File: src/csr_pkg.sv
// constants for the clock synthesizer configuration bank
// assumes a byte-wide register port driven by the serial control front end
package csr_pkg;
	localparam logic [7:0] ADR_OUTPUT_CONTROL = 8'h02;
	localparam logic [7:0] ADR_CONFIG_ONE = 8'h03;
	localparam logic [7:0] ADR_CONFIG_TWO = 8'h04;
	localparam logic [7:0] ADR_GLOBAL_CONFIG = 8'h05;
	localparam logic [7:0] ADR_RATIO_BASE = 8'h06;
	localparam logic [7:0] ADR_RATIO_LAST = 8'h15;
	localparam int RATIO_COUNT = 4;
	localparam int RATIO_BYTES = 4;
	// output control fields
	localparam int BIT_UNLOCK = 7;
	localparam int BIT_AUX_HIZ = 1;
	localparam int BIT_MAIN_HIZ = 0;
	// config one fields
	localparam int SHIFT_HI = 7;
	localparam int SHIFT_LO = 5;
	localparam int SIDX_HI = 4;
	localparam int SIDX_LO = 3;
	localparam int ASRC_HI = 2;
	localparam int ASRC_LO = 1;
	localparam int BIT_EN_A = 0;
	// config two fields
	localparam int DIDX_HI = 2;
	localparam int DIDX_LO = 1;
	localparam int BIT_FRAC = 0;
	// global config fields
	localparam int BIT_FREEZE = 3;
	localparam int BIT_EN_B = 0;
	// writable masks; reserved bits read zero
	localparam logic [7:0] MASK_OUTPUT_CONTROL = 8'h03;
	localparam logic [7:0] MASK_CONFIG_TWO = 8'h07;
	localparam logic [7:0] MASK_GLOBAL_CONFIG = 8'h09;
	localparam logic [7:0] RESET_BYTE = 8'h00;
	localparam logic [31:0] RESET_RATIO = 32'h0000_0000;
	// aux source codes
	localparam logic [1:0] ASRC_REF = 2'h0;
	localparam logic [1:0] ASRC_SYNC = 2'h1;
	localparam logic [1:0] ASRC_MAIN = 2'h2;
	localparam logic [1:0] ASRC_LOCK = 2'h3;
	localparam int SHIFT_RIGHT_BIT = 2;
endpackage

File: src/csr_ratio_mem.sv
// four 32-bit user ratios, written a byte at a time, read out registered
// assumes writes arrive from the register port on the same clock
`timescale 1ns/1ps
module csr_ratio_mem (
	input wire logic clk_sys,
	input wire logic rst,
	input wire logic wr_en,
	input wire logic [1:0] wr_ratio,
	input wire logic [1:0] wr_byte,
	input wire logic [7:0] wr_data,
	input wire logic [1:0] rd_ratio,
	input wire logic [1:0] rd_byte,
	output logic [7:0] rd_data_ff,
	input wire logic [1:0] sel_static,
	input wire logic [1:0] sel_dynamic,
	output logic [31:0] static_ratio_ff,
	output logic [31:0] dynamic_ratio_ff
);
	typedef struct packed {
		logic [csr_pkg::RATIO_COUNT-1:0][31:0] word;
		logic [7:0] rd;
		logic [31:0] st;
		logic [31:0] dy;
		logic [csr_pkg::RATIO_COUNT-1:0] pend;
	} csr_mem_t;
	csr_mem_t cur_ff, nxt_ff;
	logic [1:0] last_byte;

	// index of the least significant byte lane of a ratio
	assign last_byte = 2'(csr_pkg::RATIO_BYTES - 1);

	// byte lane 0 is the most significant byte of the ratio
	always_comb begin
		nxt_ff = cur_ff;
		if (wr_en) begin
			nxt_ff.word[wr_ratio][8*(last_byte-wr_byte) +: 8] = wr_data;
			// a ratio stays incomplete until its last byte lands
			nxt_ff.pend[wr_ratio] = wr_byte != last_byte;
		end
		nxt_ff.rd = cur_ff.word[rd_ratio][8*(last_byte-rd_byte) +: 8];
		// whole words only; a half written ratio keeps the old word out
		if (!cur_ff.pend[sel_static]) begin
			nxt_ff.st = cur_ff.word[sel_static];
		end
		if (!cur_ff.pend[sel_dynamic]) begin
			nxt_ff.dy = cur_ff.word[sel_dynamic];
		end
	end

	always_ff @(posedge clk_sys) begin
		if (rst) begin
			cur_ff <= '0;
		end else begin
			cur_ff <= nxt_ff;
		end
	end

	assign rd_data_ff = cur_ff.rd;
	assign static_ratio_ff = cur_ff.st;
	assign dynamic_ratio_ff = cur_ff.dy;
endmodule

File: src/csr_ratio_apply.sv
// applies the shift select to a ratio and picks the synthesizer source
// assumes inputs are whole 32-bit ratios from the ratio store
`timescale 1ns/1ps
module csr_ratio_apply (
	input wire logic clk_sys,
	input wire logic rst,
	input wire logic [2:0] ratio_shift_select,
	input wire logic fractional_source_select,
	input wire logic [31:0] static_ratio,
	input wire logic [31:0] dynamic_ratio,
	output logic [31:0] effective_ratio_ff,
	output logic [31:0] synth_ratio_ff
);
	typedef struct packed {
		logic [31:0] eff;
		logic [31:0] syn;
	} csr_apply_t;
	csr_apply_t cur_ff, nxt_ff;
	logic [1:0] amt;

	// left by 0..3, right by 1..4
	always_comb begin
		nxt_ff = cur_ff;
		amt = ratio_shift_select[1:0];
		if (ratio_shift_select[csr_pkg::SHIFT_RIGHT_BIT]) begin
			nxt_ff.eff = (static_ratio >> amt) >> 1;
		end else begin
			nxt_ff.eff = static_ratio << amt;
		end
		nxt_ff.syn = fractional_source_select ? dynamic_ratio
			: cur_ff.eff;
	end

	always_ff @(posedge clk_sys) begin
		if (rst) begin
			cur_ff <= '0;
		end else begin
			cur_ff <= nxt_ff;
		end
	end

	assign effective_ratio_ff = cur_ff.eff;
	assign synth_ratio_ff = cur_ff.syn;
endmodule

File: src/csr_config_regs.sv
// configuration register bank of a fractional-N clock synthesizer
// assumes a byte register port from the serial front end on clk_sys,
// with asynchronous clock and lock inputs from the analog side
`timescale 1ns/1ps
module csr_config_regs (
	input wire logic clk_sys,
	input wire logic rst,
	input wire logic reg_wr,
	input wire logic reg_rd,
	input wire logic [7:0] reg_addr,
	input wire logic [7:0] reg_wdata,
	output logic [7:0] reg_rdata,
	output logic reg_rvalid,
	input wire logic pll_unlocked,
	input wire logic timing_reference_clock,
	input wire logic sync_clock_in,
	input wire logic synth_clock,
	input wire logic lock_pin_style,
	output logic main_clk_out,
	output logic main_clk_oe,
	output logic aux_out,
	output logic aux_oe,
	output logic config_enabled,
	output logic [31:0] effective_ratio,
	output logic [31:0] synth_ratio
);
	typedef struct packed {
		logic [7:0] out_sh;
		logic [7:0] cfg1_sh;
		logic [7:0] cfg2_sh;
		logic [7:0] out_act;
		logic [7:0] cfg1_act;
		logic [7:0] cfg2_act;
		logic [7:0] glob;
		logic [3:0] ref_s;
		logic [3:0] sync_s;
		logic [3:0] syn_s;
		logic [1:0] unl_s;
		logic [1:0] sty_s;
		logic rvalid;
		logic rd_ratio;
		logic [7:0] rdata;
		logic aux;
		logic aux_en;
		logic main;
		logic main_en;
	} csr_state_t;
	csr_state_t cur_ff, nxt_ff;

	logic in_ratio;
	logic [7:0] roff;
	logic [7:0] rd_roff;
	logic [31:0] st_ratio;
	logic [31:0] dy_ratio;
	logic [7:0] mem_rdata;
	logic freeze;
	logic unl, sty, ref_c, sync_c, syn_c;

	// ratio window decode, ratio n at base plus four n
	assign in_ratio = reg_addr >= csr_pkg::ADR_RATIO_BASE
		&& reg_addr <= csr_pkg::ADR_RATIO_LAST;
	assign roff = reg_addr - csr_pkg::ADR_RATIO_BASE;
	assign freeze = cur_ff.glob[csr_pkg::BIT_FREEZE];
	// synchronised inputs, second stage only
	assign ref_c = cur_ff.ref_s[1];
	assign sync_c = cur_ff.sync_s[1];
	assign syn_c = cur_ff.syn_s[1];
	assign unl = cur_ff.unl_s[1];
	assign sty = cur_ff.sty_s[1];

	// byte-wide ratio store with registered read
	csr_ratio_mem u_mem (
		.clk_sys(clk_sys),
		.rst(rst),
		.wr_en(reg_wr && in_ratio),
		.wr_ratio(roff[3:2]),
		.wr_byte(roff[1:0]),
		.wr_data(reg_wdata),
		.rd_ratio(rd_roff[3:2]),
		.rd_byte(rd_roff[1:0]),
		.rd_data_ff(mem_rdata),
		.sel_static(cur_ff.cfg1_act[csr_pkg::SIDX_HI:csr_pkg::SIDX_LO]),
		.sel_dynamic(cur_ff.cfg2_act[csr_pkg::DIDX_HI:csr_pkg::DIDX_LO]),
		.static_ratio_ff(st_ratio),
		.dynamic_ratio_ff(dy_ratio)
	);
	assign rd_roff = roff;

	// shift select and fractional source
	csr_ratio_apply u_apply (
		.clk_sys(clk_sys),
		.rst(rst),
		.ratio_shift_select(
			cur_ff.cfg1_act[csr_pkg::SHIFT_HI:csr_pkg::SHIFT_LO]),
		.fractional_source_select(cur_ff.cfg2_act[csr_pkg::BIT_FRAC]),
		.static_ratio(st_ratio),
		.dynamic_ratio(dy_ratio),
		.effective_ratio_ff(effective_ratio),
		.synth_ratio_ff(synth_ratio)
	);

	// register writes, freeze shadowing, reads and pin drive
	always_comb begin
		nxt_ff = cur_ff;
		nxt_ff.ref_s = {cur_ff.ref_s[2:0], timing_reference_clock};
		nxt_ff.sync_s = {cur_ff.sync_s[2:0], sync_clock_in};
		nxt_ff.syn_s = {cur_ff.syn_s[2:0], synth_clock};
		nxt_ff.unl_s = {cur_ff.unl_s[0], pll_unlocked};
		nxt_ff.sty_s = {cur_ff.sty_s[0], lock_pin_style};
		if (reg_wr) begin
			case (reg_addr)
				csr_pkg::ADR_OUTPUT_CONTROL: begin
					nxt_ff.out_sh = reg_wdata
						& csr_pkg::MASK_OUTPUT_CONTROL;
				end
				csr_pkg::ADR_CONFIG_ONE: begin
					nxt_ff.cfg1_sh = reg_wdata;
				end
				csr_pkg::ADR_CONFIG_TWO: begin
					nxt_ff.cfg2_sh = reg_wdata
						& csr_pkg::MASK_CONFIG_TWO;
				end
				csr_pkg::ADR_GLOBAL_CONFIG: begin
					nxt_ff.glob = reg_wdata
						& csr_pkg::MASK_GLOBAL_CONFIG;
				end
				default: begin
				end
			endcase
		end
		// shadows pass to the active copy whenever freeze is clear
		if (!nxt_ff.glob[csr_pkg::BIT_FREEZE]) begin
			nxt_ff.out_act = nxt_ff.out_sh;
			nxt_ff.cfg1_act = nxt_ff.cfg1_sh;
			nxt_ff.cfg2_act = nxt_ff.cfg2_sh;
		end
		// read answers one cycle after the strobe
		nxt_ff.rvalid = reg_rd;
		nxt_ff.rd_ratio = reg_rd && in_ratio;
		nxt_ff.rdata = csr_pkg::RESET_BYTE;
		case (reg_addr)
			csr_pkg::ADR_OUTPUT_CONTROL: begin
				nxt_ff.rdata = cur_ff.out_sh;
				nxt_ff.rdata[csr_pkg::BIT_UNLOCK] = unl;
			end
			csr_pkg::ADR_CONFIG_ONE: nxt_ff.rdata = cur_ff.cfg1_sh;
			csr_pkg::ADR_CONFIG_TWO: nxt_ff.rdata = cur_ff.cfg2_sh;
			csr_pkg::ADR_GLOBAL_CONFIG: nxt_ff.rdata = cur_ff.glob;
			default: nxt_ff.rdata = csr_pkg::RESET_BYTE;
		endcase
		// main clock driver
		nxt_ff.main = syn_c;
		nxt_ff.main_en = !cur_ff.out_act[csr_pkg::BIT_MAIN_HIZ];
		// aux source and driver
		nxt_ff.aux_en = !cur_ff.out_act[csr_pkg::BIT_AUX_HIZ];
		case (cur_ff.cfg1_act[csr_pkg::ASRC_HI:csr_pkg::ASRC_LO])
			csr_pkg::ASRC_REF: nxt_ff.aux = ref_c;
			csr_pkg::ASRC_SYNC: nxt_ff.aux = sync_c;
			csr_pkg::ASRC_MAIN: nxt_ff.aux = syn_c;
			csr_pkg::ASRC_LOCK: begin
				if (sty) begin
					// open drain, pulls low while unlocked
					nxt_ff.aux = 1'b0;
					nxt_ff.aux_en = nxt_ff.aux_en && unl;
				end else begin
					nxt_ff.aux = unl;
				end
			end
			default: nxt_ff.aux = 1'b0;
		endcase
	end

	always_ff @(posedge clk_sys) begin
		if (rst) begin
			cur_ff <= '0;
		end else begin
			cur_ff <= nxt_ff;
		end
	end

	// both enables needed, either order accepted
	assign config_enabled = cur_ff.cfg1_act[csr_pkg::BIT_EN_A]
		&& cur_ff.glob[csr_pkg::BIT_EN_B];
	assign reg_rdata = cur_ff.rd_ratio ? mem_rdata : cur_ff.rdata;
	assign reg_rvalid = cur_ff.rvalid;
	// drivers held off until the bank is enabled
	assign main_clk_out = cur_ff.main;
	assign main_clk_oe = cur_ff.main_en && config_enabled;
	assign aux_out = cur_ff.aux;
	assign aux_oe = cur_ff.aux_en && config_enabled;
endmodule

File: config.mk
export PLATFORM = sky130hd
export DESIGN_NAME = csr_config_regs
export DESIGN_NICKNAME = d
export VERILOG_FILES = /design/src/csr_pkg.sv /design/src/csr_ratio_mem.sv /design/src/csr_ratio_apply.sv /design/src/csr_config_regs.sv
export SDC_FILE = /design/constraint.sdc
export NUM_CORES = 1
export LEC_CHECK = 0
export ABC_AREA = 1
export BUFFER_PORTS_ARGS = -buffer_cell sky130_fd_sc_hd__buf_4
export CORE_MARGIN = 4
export CORE_UTILIZATION = 30
export CTS_CLUSTER_DIAMETER = 60
export DETAILED_ROUTE_END_ITERATION = 8
export PLACE_DENSITY = 0.48
export SETUP_SLACK_MARGIN = 0.1
export SYNTH_ARGS = -nofsm -noshare
export SYNTH_HDL_FRONTEND = slang
export SYNTH_SLANG_ARGS = --single-unit
File: constraint.sdc
create_clock -name clk_sys -period 3.5 [get_ports clk_sys]
set_input_delay 0.7 -clock clk_sys [delete_from_list [all_inputs] [get_ports clk_sys]]
set_output_delay 0.7 -clock clk_sys [all_outputs]
set_load 0.05 [all_outputs]
Word-level counts from Yosys, hierarchy flattened
Index checks and enable logic that the tools add are counted.
{"block": "word_totals", "ff_bits": 331, "input_bits": 25, "output_inout_bits": 78, "word_cells": 96}
{"block": "classes", "n_addsub": 3, "n_lt_le_gt_ge": 6, "n_eq_ne": 8, "shift": 5, "muxes": 30, "reduce_logical": 13}
{"op": "32-bit binary-select mux with 2-bit select", "n": 3}
{"op": "32-bit 2-to-1 mux", "n": 5}
{"op": "128-bit bitwise mux", "n": 1}
{"op": "32-bit demux with 2-bit select", "n": 1}
{"op": "32-bit negator with 34-bit output", "n": 1}
{"op": "8-bit by 34-bit variable shift with 32-bit output (first input constant)", "n": 1}
{"op": "8-bit by 34-bit variable part select with 32-bit output", "n": 1}
{"op": "32-bit by 33-bit variable part select with 8-bit output", "n": 1}
{"op": "8-bit 2-to-1 mux", "n": 4}
{"op": "8-bit case mux with 4 select lines", "n": 1}
{"op": "32-bit by 2-bit left shift with 32-bit output", "n": 1}
{"op": "32-bit by 2-bit right shift with 32-bit output", "n": 1}
{"op": "31-bit 2-to-1 mux", "n": 1}
{"op": "24-bit 2-to-1 mux", "n": 1}
{"op": "8-bit by 2-bit equality test with 1-bit output (second input constant)", "n": 2}
{"op": "8-bit by 3-bit equality test with 1-bit output (second input constant)", "n": 2}
{"op": "2-bit by 3-bit less-than comparator with 1-bit output (second input constant)", "n": 3}
{"op": "8-bit by 3-bit greater-or-equal comparator with 1-bit output (second input constant)", "n": 1}
{"op": "8-bit by 5-bit <= comparator with 1-bit output (second input constant)", "n": 1}
{"op": "1-bit logical AND", "n": 8}
{"op": "4-bit 2-to-1 mux", "n": 2}
{"op": "1-bit 2-to-1 mux", "n": 6}
{"op": "1-bit binary-select mux with 2-bit select", "n": 2}
{"op": "4-bit bitwise mux", "n": 1}
{"op": "other kinds (12)", "n": 14}

Logic depth before layout (Yosys ltp)
Gate-level depths: netlist of the first run.
{"block": "depth", "depth_word": 7, "depth_mapped": 14, "ltp_nobuf": 11}

Cells and area by module
From an unflattened synthesis of the first run, not the netlist that was laid out.
{"block": "hier_totals", "cells_unflattened": 2421, "hier_area_um2": 16087.9}
{"mod": "csr_ratio_mem", "n_inst": 1, "cells_per_inst": 1554, "area_each_um2": 10555.1, "seq_area_each_um2": 4083.9}
{"mod": "csr_ratio_apply", "n_inst": 1, "cells_per_inst": 571, "area_each_um2": 3296.9, "seq_area_each_um2": 1281.2}
{"mod": "csr_config_regs", "n_inst": 1, "cells_per_inst": 296, "area_each_um2": 2235.9, "seq_area_each_um2": 1041.0}

Least setup slack after synthesis of the first run
No wires, ideal clock.
{"block": "synth_timing", "kind": "input to register", "from": "in reg_addr[0]", "to": "reg u_mem.cur_ff[92] (netlist name)", "setup_time_ps": 70, "t_arrival_ps": 2690, "required_ps": 3430, "slack_ps": 740, "path_stages": 12, "path_buffers": 3, "path_cell_list": "inv_1 -> clkbuf_1 -> clkbuf_1 -> ha_1 -> clkbuf_1 -> nor2_1 -> inv_1 -> nor2_1 -> nand2_1 -> inv_1 -> nand4_1 -> a21oi_1"}
{"block": "synth_between", "elab_chain_cells": 7, "elab_cells_between_ends": 15, "cone_classes": "3 x add/sub; 4 x order compare; 2 x shift; 3 x mux; 3 x reduce/logical"}
{"item": "from (decl)", "line_no": "csr_config_regs.sv:10", "source": "input wire logic [7:0] reg_addr,"}
{"item": "4-bit by 3-bit subtractor with 4-bit output", "line_no": "csr_config_regs.sv:62", "source": "assign roff = reg_addr - csr_pkg::ADR_RATIO_BASE;"}
{"item": "2-bit by 2-bit subtractor with 3-bit output", "line_no": "csr_ratio_mem.sv:36", "source": "nxt_ff.word[wr_ratio][8*(last_byte-wr_byte) +: 8] = wr_data;"}
{"item": "32-bit negator with 34-bit output", "line_no": "csr_ratio_mem.sv:36"}
{"item": "8-bit by 34-bit variable shift with 32-bit output", "line_no": "csr_ratio_mem.sv:36"}
{"item": "32-bit 2-to-1 mux (not written as such)", "line_no": "csr_ratio_mem.sv:36"}
{"item": "32-bit demux with 2-bit select"}
{"item": "128-bit bitwise mux", "line_no": "csr_ratio_mem.sv:36"}
{"item": "to (signal assigned)", "line_no": "csr_ratio_mem.sv:54", "source": "cur_ff <= nxt_ff;"}
{"item": "to (decl)", "line_no": "csr_ratio_mem.sv:26", "source": "csr_mem_t cur_ff, nxt_ff;"}
Parallel ways exist; a longest one is shown, timed or not.
A chain may end at the register's enable or synchronous reset.

Worst setup path after layout of the first run
{"block": "layout_timing", "from": "in reg_addr[1]", "to": "reg u_mem.cur_ff[79] (netlist name)"}
The elaborated chain is that of the path after synthesis.

==> summary.md, run 1 <==
| Metric | Value |
|---|---|
| Synth cell types | `34` |
| CTS resizes | `0` |
| Routed WL per cell | `19.28 µm` |
| Final cell area excluding filler cells | `18920 µm²` |
| Min-Delay Path Class | `in -> reg` |
| RSZ-0062 raised after global routing | `false` |
| DRT Pass-1 Iters | `5` |
| Fin crit share | `0.7036` |
| Detailed placement HPWL | `42.56 mm` |
| Clock buffer depth | `3` |
| I/O pin count | `103` |
| Die area | `57590 µm²` |
| # fillers | `5769` |
| CTS tree | `yes` |
| Post-synthesis sequential area ratio | `0.3968` |
| CTS H-tree depth | `2` |
| Port buffer count | `102` |
| Setup Viol. Count Final | `0` |
| Largest family of logic cells by synthesized area | `simple AND/OR/NAND/NOR gates` |
| Antenna violations before repair | `1` |
| Startpoint Class | `input pin` |
| Dpl cells | `3111` |
| Mapped Cells | `2453` |
| Critical path capture point type | `flop` |
| WP data arrival | `2.96 ns` |
| Core box area | `52970 µm²` |
| Row count | `84` |
| Final Max Slew Viols | `0` |
| Layout cells sized above 1 | `0.1087` |
| Drt initial violations | `1705` |
| Area grow syn2layout | `17.19%` |
| DR vias/cell | `5.201` |
| Mux share of post-synthesis cell area | `0.005580` |
| Worst-Skew Late Latency | `0.58 ns` |
| Leakage power | `0.007338 µW` |
| WP data required | `4.00 ns` |
| Worst VDD drop | `304.9 µV` |
| Die span in y | `240.0 µm` |
| Setup TNS | `0 ns` |
| Synthesized flop and latch total | `320` |
| NumNets Final | `2496` |
| Synth Cell Area | `16140 µm²` |
| Crit path max fanout | `13` |
| Final Hold Vio Count | `0` |
| Average cell area after synthesis | `6.581 µm²` |
| Pwr dens | `461.9 nW/µm²` |
| Complex-gate fraction of the synthesized area | `0.2105` |
| Antenna-violating nets left | `0` |
| Initial Util | `0.3048` |
| Synth Area in Simple Gates | `0.2860` |
| Min Tclk post-route | `2.463 ns` |
| Cell Area, Placed | `17500 µm²` |
| DRC viols | `0` |
| Gr usage total | `0.2068` |
| MaxCap Viol Count | `0` |
| Worst-margin pin slew | `1.157 ns` |
| Clock-pin slew on the worst setup and hold paths | `0.06 ns` |
| Synth Area in XOR/XNOR | `0` |
| DRT Wirelength | `61.33 mm` |
| Largest net degree at the start of global routing | `105` |
| Post-Synth Adder-Cell Area | `0.003875` |
| Yosys warning count | `0` |
| CTS buffer count | `41` |
| Setup CP Type | `in -> reg` |
| CTS Root Cell | `clkbuf_16` |
| First-pass GRT wire length | `92.80 mm` |
| Vias in the first global route | `15300` |
| Sink Count | `320` |
| Horiz. Die Dim | `240.0 µm` |
| Hold Worst Slack | `0.3409 ns` |
| Ant. Diodes | `0` |
| Routed via count | `16540` |
| Max frequency | `406.1 MHz` |
| GP Congestion | `0.8782` |
| Global route overflow | `0` |
| Clock skew | `0.02875 ns` |
| Non-filler instance count after layout | `3181` |
| Max-slew headroom | `0.2286` |
| Syn nets | `2483` |
| Post-CTS setup buffer count | `0` |
| Cts hold-fix bufs | `0` |
| Status | `complete, no violations` |
[flip-flops by register name, indices dropped and copies added (netlist names)]
register and flops:
u_mem.cur_ff 132, cur_ff 49, u_apply.effective_ratio_ff 32, u_apply.synth_ratio_ff 32, u_mem.dynamic_ratio_ff 32, u_mem.static_ratio_ff 32
u_mem.rd_data_ff 8, aux_out 1, main_clk_out 1, reg_rvalid 1
[cells in the final DEF (no fill, tap or decap), drive strengths merged, types with 8 or more instances in the layout]
master / Yosys / routed
nand2: 552 / 552
nand3: 96 / 96
a41oi: 25 / 25
a21oi: 175 / 175
nor2: 333 / 333
clkbuf: 107 / 51
clkinv: 4 / 14
dfxtp: 320 / 320
o21ai: 326 / 326
nand4: 98 / 98
mux2: 8 / 8
buf: 67 / 144
o211ai: 29 / 29
a31oi: 66 / 66
inv: 226 / 227
[layout make-up]
| cell class | instances | area, µm² | share of cell area |
|---|---|---|---|
| multi-input combinational | 1729 | 8178 | 0.4322 |
| sequential | 320 | 6410 | 0.3388 |
| timing repair buffer | 144 | 1181 | 0.06243 |
| clock buffer | 51 | 1156 | 0.06111 |
| inverter | 230 | 868.3 | 0.04590 |
| tap | 688 | 860.8 | 0.04550 |
| clock inverter | 19 | 265.3 | 0.01402 |
[critical path, cell delays in order]
cell	delay (ns)
buf_4	0.18
clkinv_1	0.30
ha_1	0.58
nand3_1	0.37
nor2_1	0.49
nand4_1	0.18
a21oi_1	0.16
[per-stage QoR]
step                  util  total power [µW]  setup slack, ns
global route        0.3572              9030           0.9116
CTS                 0.3572              8820            1.103
detailed placement  0.3303              4330           0.5465
finish              0.3572              8739            1.037
floorplan                -              4108           0.7398
global placement    0.3303              4329           0.5713
[metal layers]
layer | global-route usage | wire (µm) | up-vias
li1 | - | - | 8168
met1 | 0.2922 | 28570 | 7693
met2 | 0.3154 | 26350 | 586
met3 | 0.04026 | 4332 | 94
met4 | 0.07223 | 2061 | 2
met5 | 0 | 13 | -
[final timing paths]
path / end / slack (ns) / start / depth (start not counted)
setup / recovery: u_mem.cur_ff[79] / 1.04 / reg_addr[1] / 7
hold / removal: cur_ff[26] / 0.34 / timing_reference_clock / 3
setup reg to reg: u_apply.effective_ratio_ff[2] / 1.39 / cur_ff[53] / 5
hold reg to reg: cur_ff[15] / 0.40 / cur_ff[14] / 2
[Yosys cell counts]
master | number | share of area
o21ai_1 | 2 | 0.00062
clkinv_1 | 4 | 0.00093
a21oi_1 | 175 | 0.054
nand3_2 | 4 | 0.0025
nand2_4 | 2 | 0.0014
o221ai_1 | 2 | 0.0011
or2_2 | 1 | 0.00039
nand3_1 | 92 | 0.029
buf_4 | 1 | 0.00047
nand4_1 | 98 | 0.038
a22oi_1 | 1 | 0.00047
buf_2 | 34 | 0.011
nor2_4 | 8 | 0.0056
o21a_1 | 1 | 0.00047
dfxtp_1 | 320 | 0.40
inv_1 | 216 | 0.050
and2_1 | 3 | 0.0012
nand2_2 | 4 | 0.0015
ha_1 | 5 | 0.0039
a22o_1 | 1 | 0.00054
nand2_1 | 546 | 0.13
clkbuf_1 | 107 | 0.025
nor2_2 | 14 | 0.0054
o21ai_0 | 324 | 0.10
a41oi_1 | 25 | 0.014
nor3_1 | 6 | 0.0019
a31oi_1 | 66 | 0.026
buf_6 | 1 | 0.00070
buf_1 | 31 | 0.0072
nor2_1 | 311 | 0.072
nor4_1 | 1 | 0.00039
o211ai_1 | 29 | 0.013
mux2_2 | 8 | 0.0056
inv_2 | 10 | 0.0023
[cells by family (layout without fill, tap and decap cells)]
family | Yosys count | count (layout)
AOI/OAI and AO/OA | 626 | 626
adders and majority gates | 5 | 5
buffers and inverters | 404 | 444
DFF | 320 | 320
muxes | 8 | 8
and+or+nand+nor | 1090 | 1090
[report_power, final]
part	switching (µW)	internal [µW]	total (µW)
registers	18.9	3670	3690
logic	429	135	565
clock network	1700	2780	4480
total	2150	6590	8740
Note: power is estimated with default switching activity, not from simulation.
==> run 2, diff against run 1 <==
- clock period: 3.5 -> 2.6 ns (I/O delays scaled with it)
==> summary.md, run 2 (synthesis results as in run 1) <==
| Metric | Value |
|---|---|
| Setup CP Type | `reg -> out` |
| Global route overflow | `0 (unchanged)` |
| Startpoint Class | `flop` |
| Core box area | `52970 µm² (unchanged)` |
| RSZ-0062 raised after global routing | `false` |
| NumNets Final | `2521 (+1.0%)` |
| Reg2Reg Launch Point | `cur_ff[40]` |
| Finished Core Util | `0.3615 (+0.004370)` |
| Row count | `84 (unchanged)` |
| Biggest register | `u_mem.cur_ff` |
| Post-Place Worst Slack | `0.07488 ns (-0.4716 ns)` |
| Fin crit share | `0.8462` |
| Setup TNS | `0 ns (unchanged)` |
| Crit. Startpoint | `cur_ff[12]` |
| Regs by FF count | `u_mem.cur_ff: 132 flops, cur_ff: 49 flops` |
| Antenna violations before repair | `0 (-1)` |
| # fillers | `5678 (-1.6%)` |
| Post-CTS setup buffer count | `0 (unchanged)` |
| Final Hold Vio Count | `0 (unchanged)` |
| Critical path capture point type | `output pin` |
| CTS H-tree depth | `2 (unchanged)` |
| Cts hold-fix bufs | `0 (unchanged)` |
| Highest-count cells in the layout ignoring fill and taps | `nand2_1, o21ai_0, dfxtp_1, nor2_1, inv_1` |
| Worst-margin pin slew | `1.207 ns (+0.04979 ns)` |
| Min Tclk post-route | `2.200 ns` |
| Status | `complete, no violations` |
| Area grow syn2layout | `18.62%` |
| First-pass GRT wire length | `91.25 mm (-1.7%)` |
| Non-filler instance count after layout | `3213 (+1.0%)` |
| Vias in the first global route | `15010 (-1.9%)` |
| Antenna-violating nets left | `0 (unchanged)` |
| Dpl cells | `3134 (+0.74%)` |
| CTS buffer count | `43 (+4.9%)` |
| Gr usage total | `0.2023 (-0.004503)` |
| Min-Delay Path Class | `in -> reg` |
| WP data required | `2.08 ns (-1.92 ns)` |
| Post-route setup slack | `0.3999 ns (-0.6375 ns)` |
| Die area | `57590 µm² (unchanged)` |
| Final Max Slew Viols | `0 (unchanged)` |
| Ant. Diodes | `0 (unchanged)` |
| Routed via count | `16510 (-0.19%)` |
| DRT Pass-1 Iters | `5 (unchanged)` |
| Sink Count | `320 (unchanged)` |
| Worst VDD drop | `346.6 µV (+14%)` |
| Hold path cells | `3 (unchanged)` |
| Setup Viol. Count Final | `0 (unchanged)` |
| Pwr dens | `628.5 nW/µm² (+36%)` |
| CTS Root Cell | `clkbuf_16` |
| Leakage power | `0.007491 µW (+2.1%)` |
| CTS resizes | `0 (unchanged)` |
| Detailed placement HPWL | `43.18 mm (+1.4%)` |
| Max reg flops | `132 (unchanged)` |
| MaxCap Viol Count | `0 (unchanged)` |
| Initial Util | `0.3048 (unchanged)` |
| Worst r2r dst | `u_mem.dynamic_ratio_ff[23]` |
| Flop-to-flop setup slack | `0.66 ns (-0.73 ns)` |
| Clock-pin slew on the worst setup and hold paths | `0.06 ns (about the same)` |
| End point of the worst hold path | `cur_ff[18]` |
| GP Congestion | `0.9091 (+3.5%)` |
| Max frequency | `454.5 MHz` |
| WP data arrival | `1.68 ns (-1.28 ns)` |
| Worst R2R Path Depth | `7 (+2)` |
| PnR Total Power | `12040 µW (+38%)` |
| Crit path max fanout | `8 (-5)` |
| Die span in y | `240.0 µm (unchanged)` |
| Drt initial violations | `1749 (+2.6%)` |
| Port buffer count | `102 (unchanged)` |
| Worst hold path startpoint | `synth_clock` |
| Commonest non-fill, non-tap cell in the layout | `nand2_1` |
| Horiz. Die Dim | `240.0 µm (unchanged)` |
| Worst-Skew Late Latency | `0.58 ns (about the same)` |
| Routed WL per cell | `18.71 µm (-2.9%)` |
| Layout cells sized above 1 | `0.1200 (+0.01130)` |
| DRC viols | `0 (unchanged)` |
| Max-slew headroom | `0.1945 (-0.03408)` |
| Clock skew | `0.01815 ns (-0.01060 ns)` |
| Largest net degree at the start of global routing | `93 (-11%)` |
| CTS tree | `yes` |
| Clock buffer depth | `3 (unchanged)` |
| DR vias/cell | `5.139 (-1.2%)` |
| I/O pin count | `103 (unchanged)` |
| DRT Wirelength | `60.13 mm (-2.0%)` |
run 2: cell count changes in the layout (fill, tap and decap cells not counted):
cell	delta
buf_4	+25
inv_6	+7
inv_8	+3
buf_12	-2
clkinv_2	+1
clkinv_4	-1
clkinvlp_4	-1
run 2: area by class of cell:
class                      instances  area [µm²]  area share
sequential                       320        6410      0.3347
tap                              688       860.8     0.04495
clock inverter                    28       349.1     0.01823
inverter                         230       868.3     0.04534
clock buffer                      51        1156     0.06037
multi-input combinational       1729        8178      0.4270
timing repair buffer             167        1329     0.06938
run 2: report_power, final:
group / total, µW / internal [µW] / switching [µW] / leakage, µW
registers: 4970 / 4940 / 25.6 / 0.00258
clock network: 6300 / 3830 / 2470 / 0.000748
logic: 763 / 201 / 562 / 0.00416
run 2: stage by stage:
step	hold WS (ns)	area, µm²
global placement	0.3915	17650
finish	0.1505	19150
detailed placement	0.3948	17650
floorplan	0.3883	16150
CTS	0.1148	19150
global route	0.1499	19150
run 2: worst max path at each step:
stage | end | cells after the start
CTS | reg_rdata[7] | 2
finish | reg_rdata[7] | 2
detailed placement | cur_ff[46] | 9
global placement | cur_ff[47] | 9
floorplan | u_mem.cur_ff[92] | 12
global route | reg_rdata[5] | 2
run 2: layer usage:
layer	wire length (µm)	GRT usage	share of wire	vias up
li1	-	-	-	8210
met1	29560	0.3095	0.49	7580
met2	24390	0.2883	0.41	639
met3	4450	0.03567	0.074	83
met4	1729	0.05911	0.029	0
met5	0	0	0	-
run 2: critical path: stages, from the launching register on:
cell,delay [ns]
dfxtp_1,0.53
mux2_2,0.39
buf_4,0.19
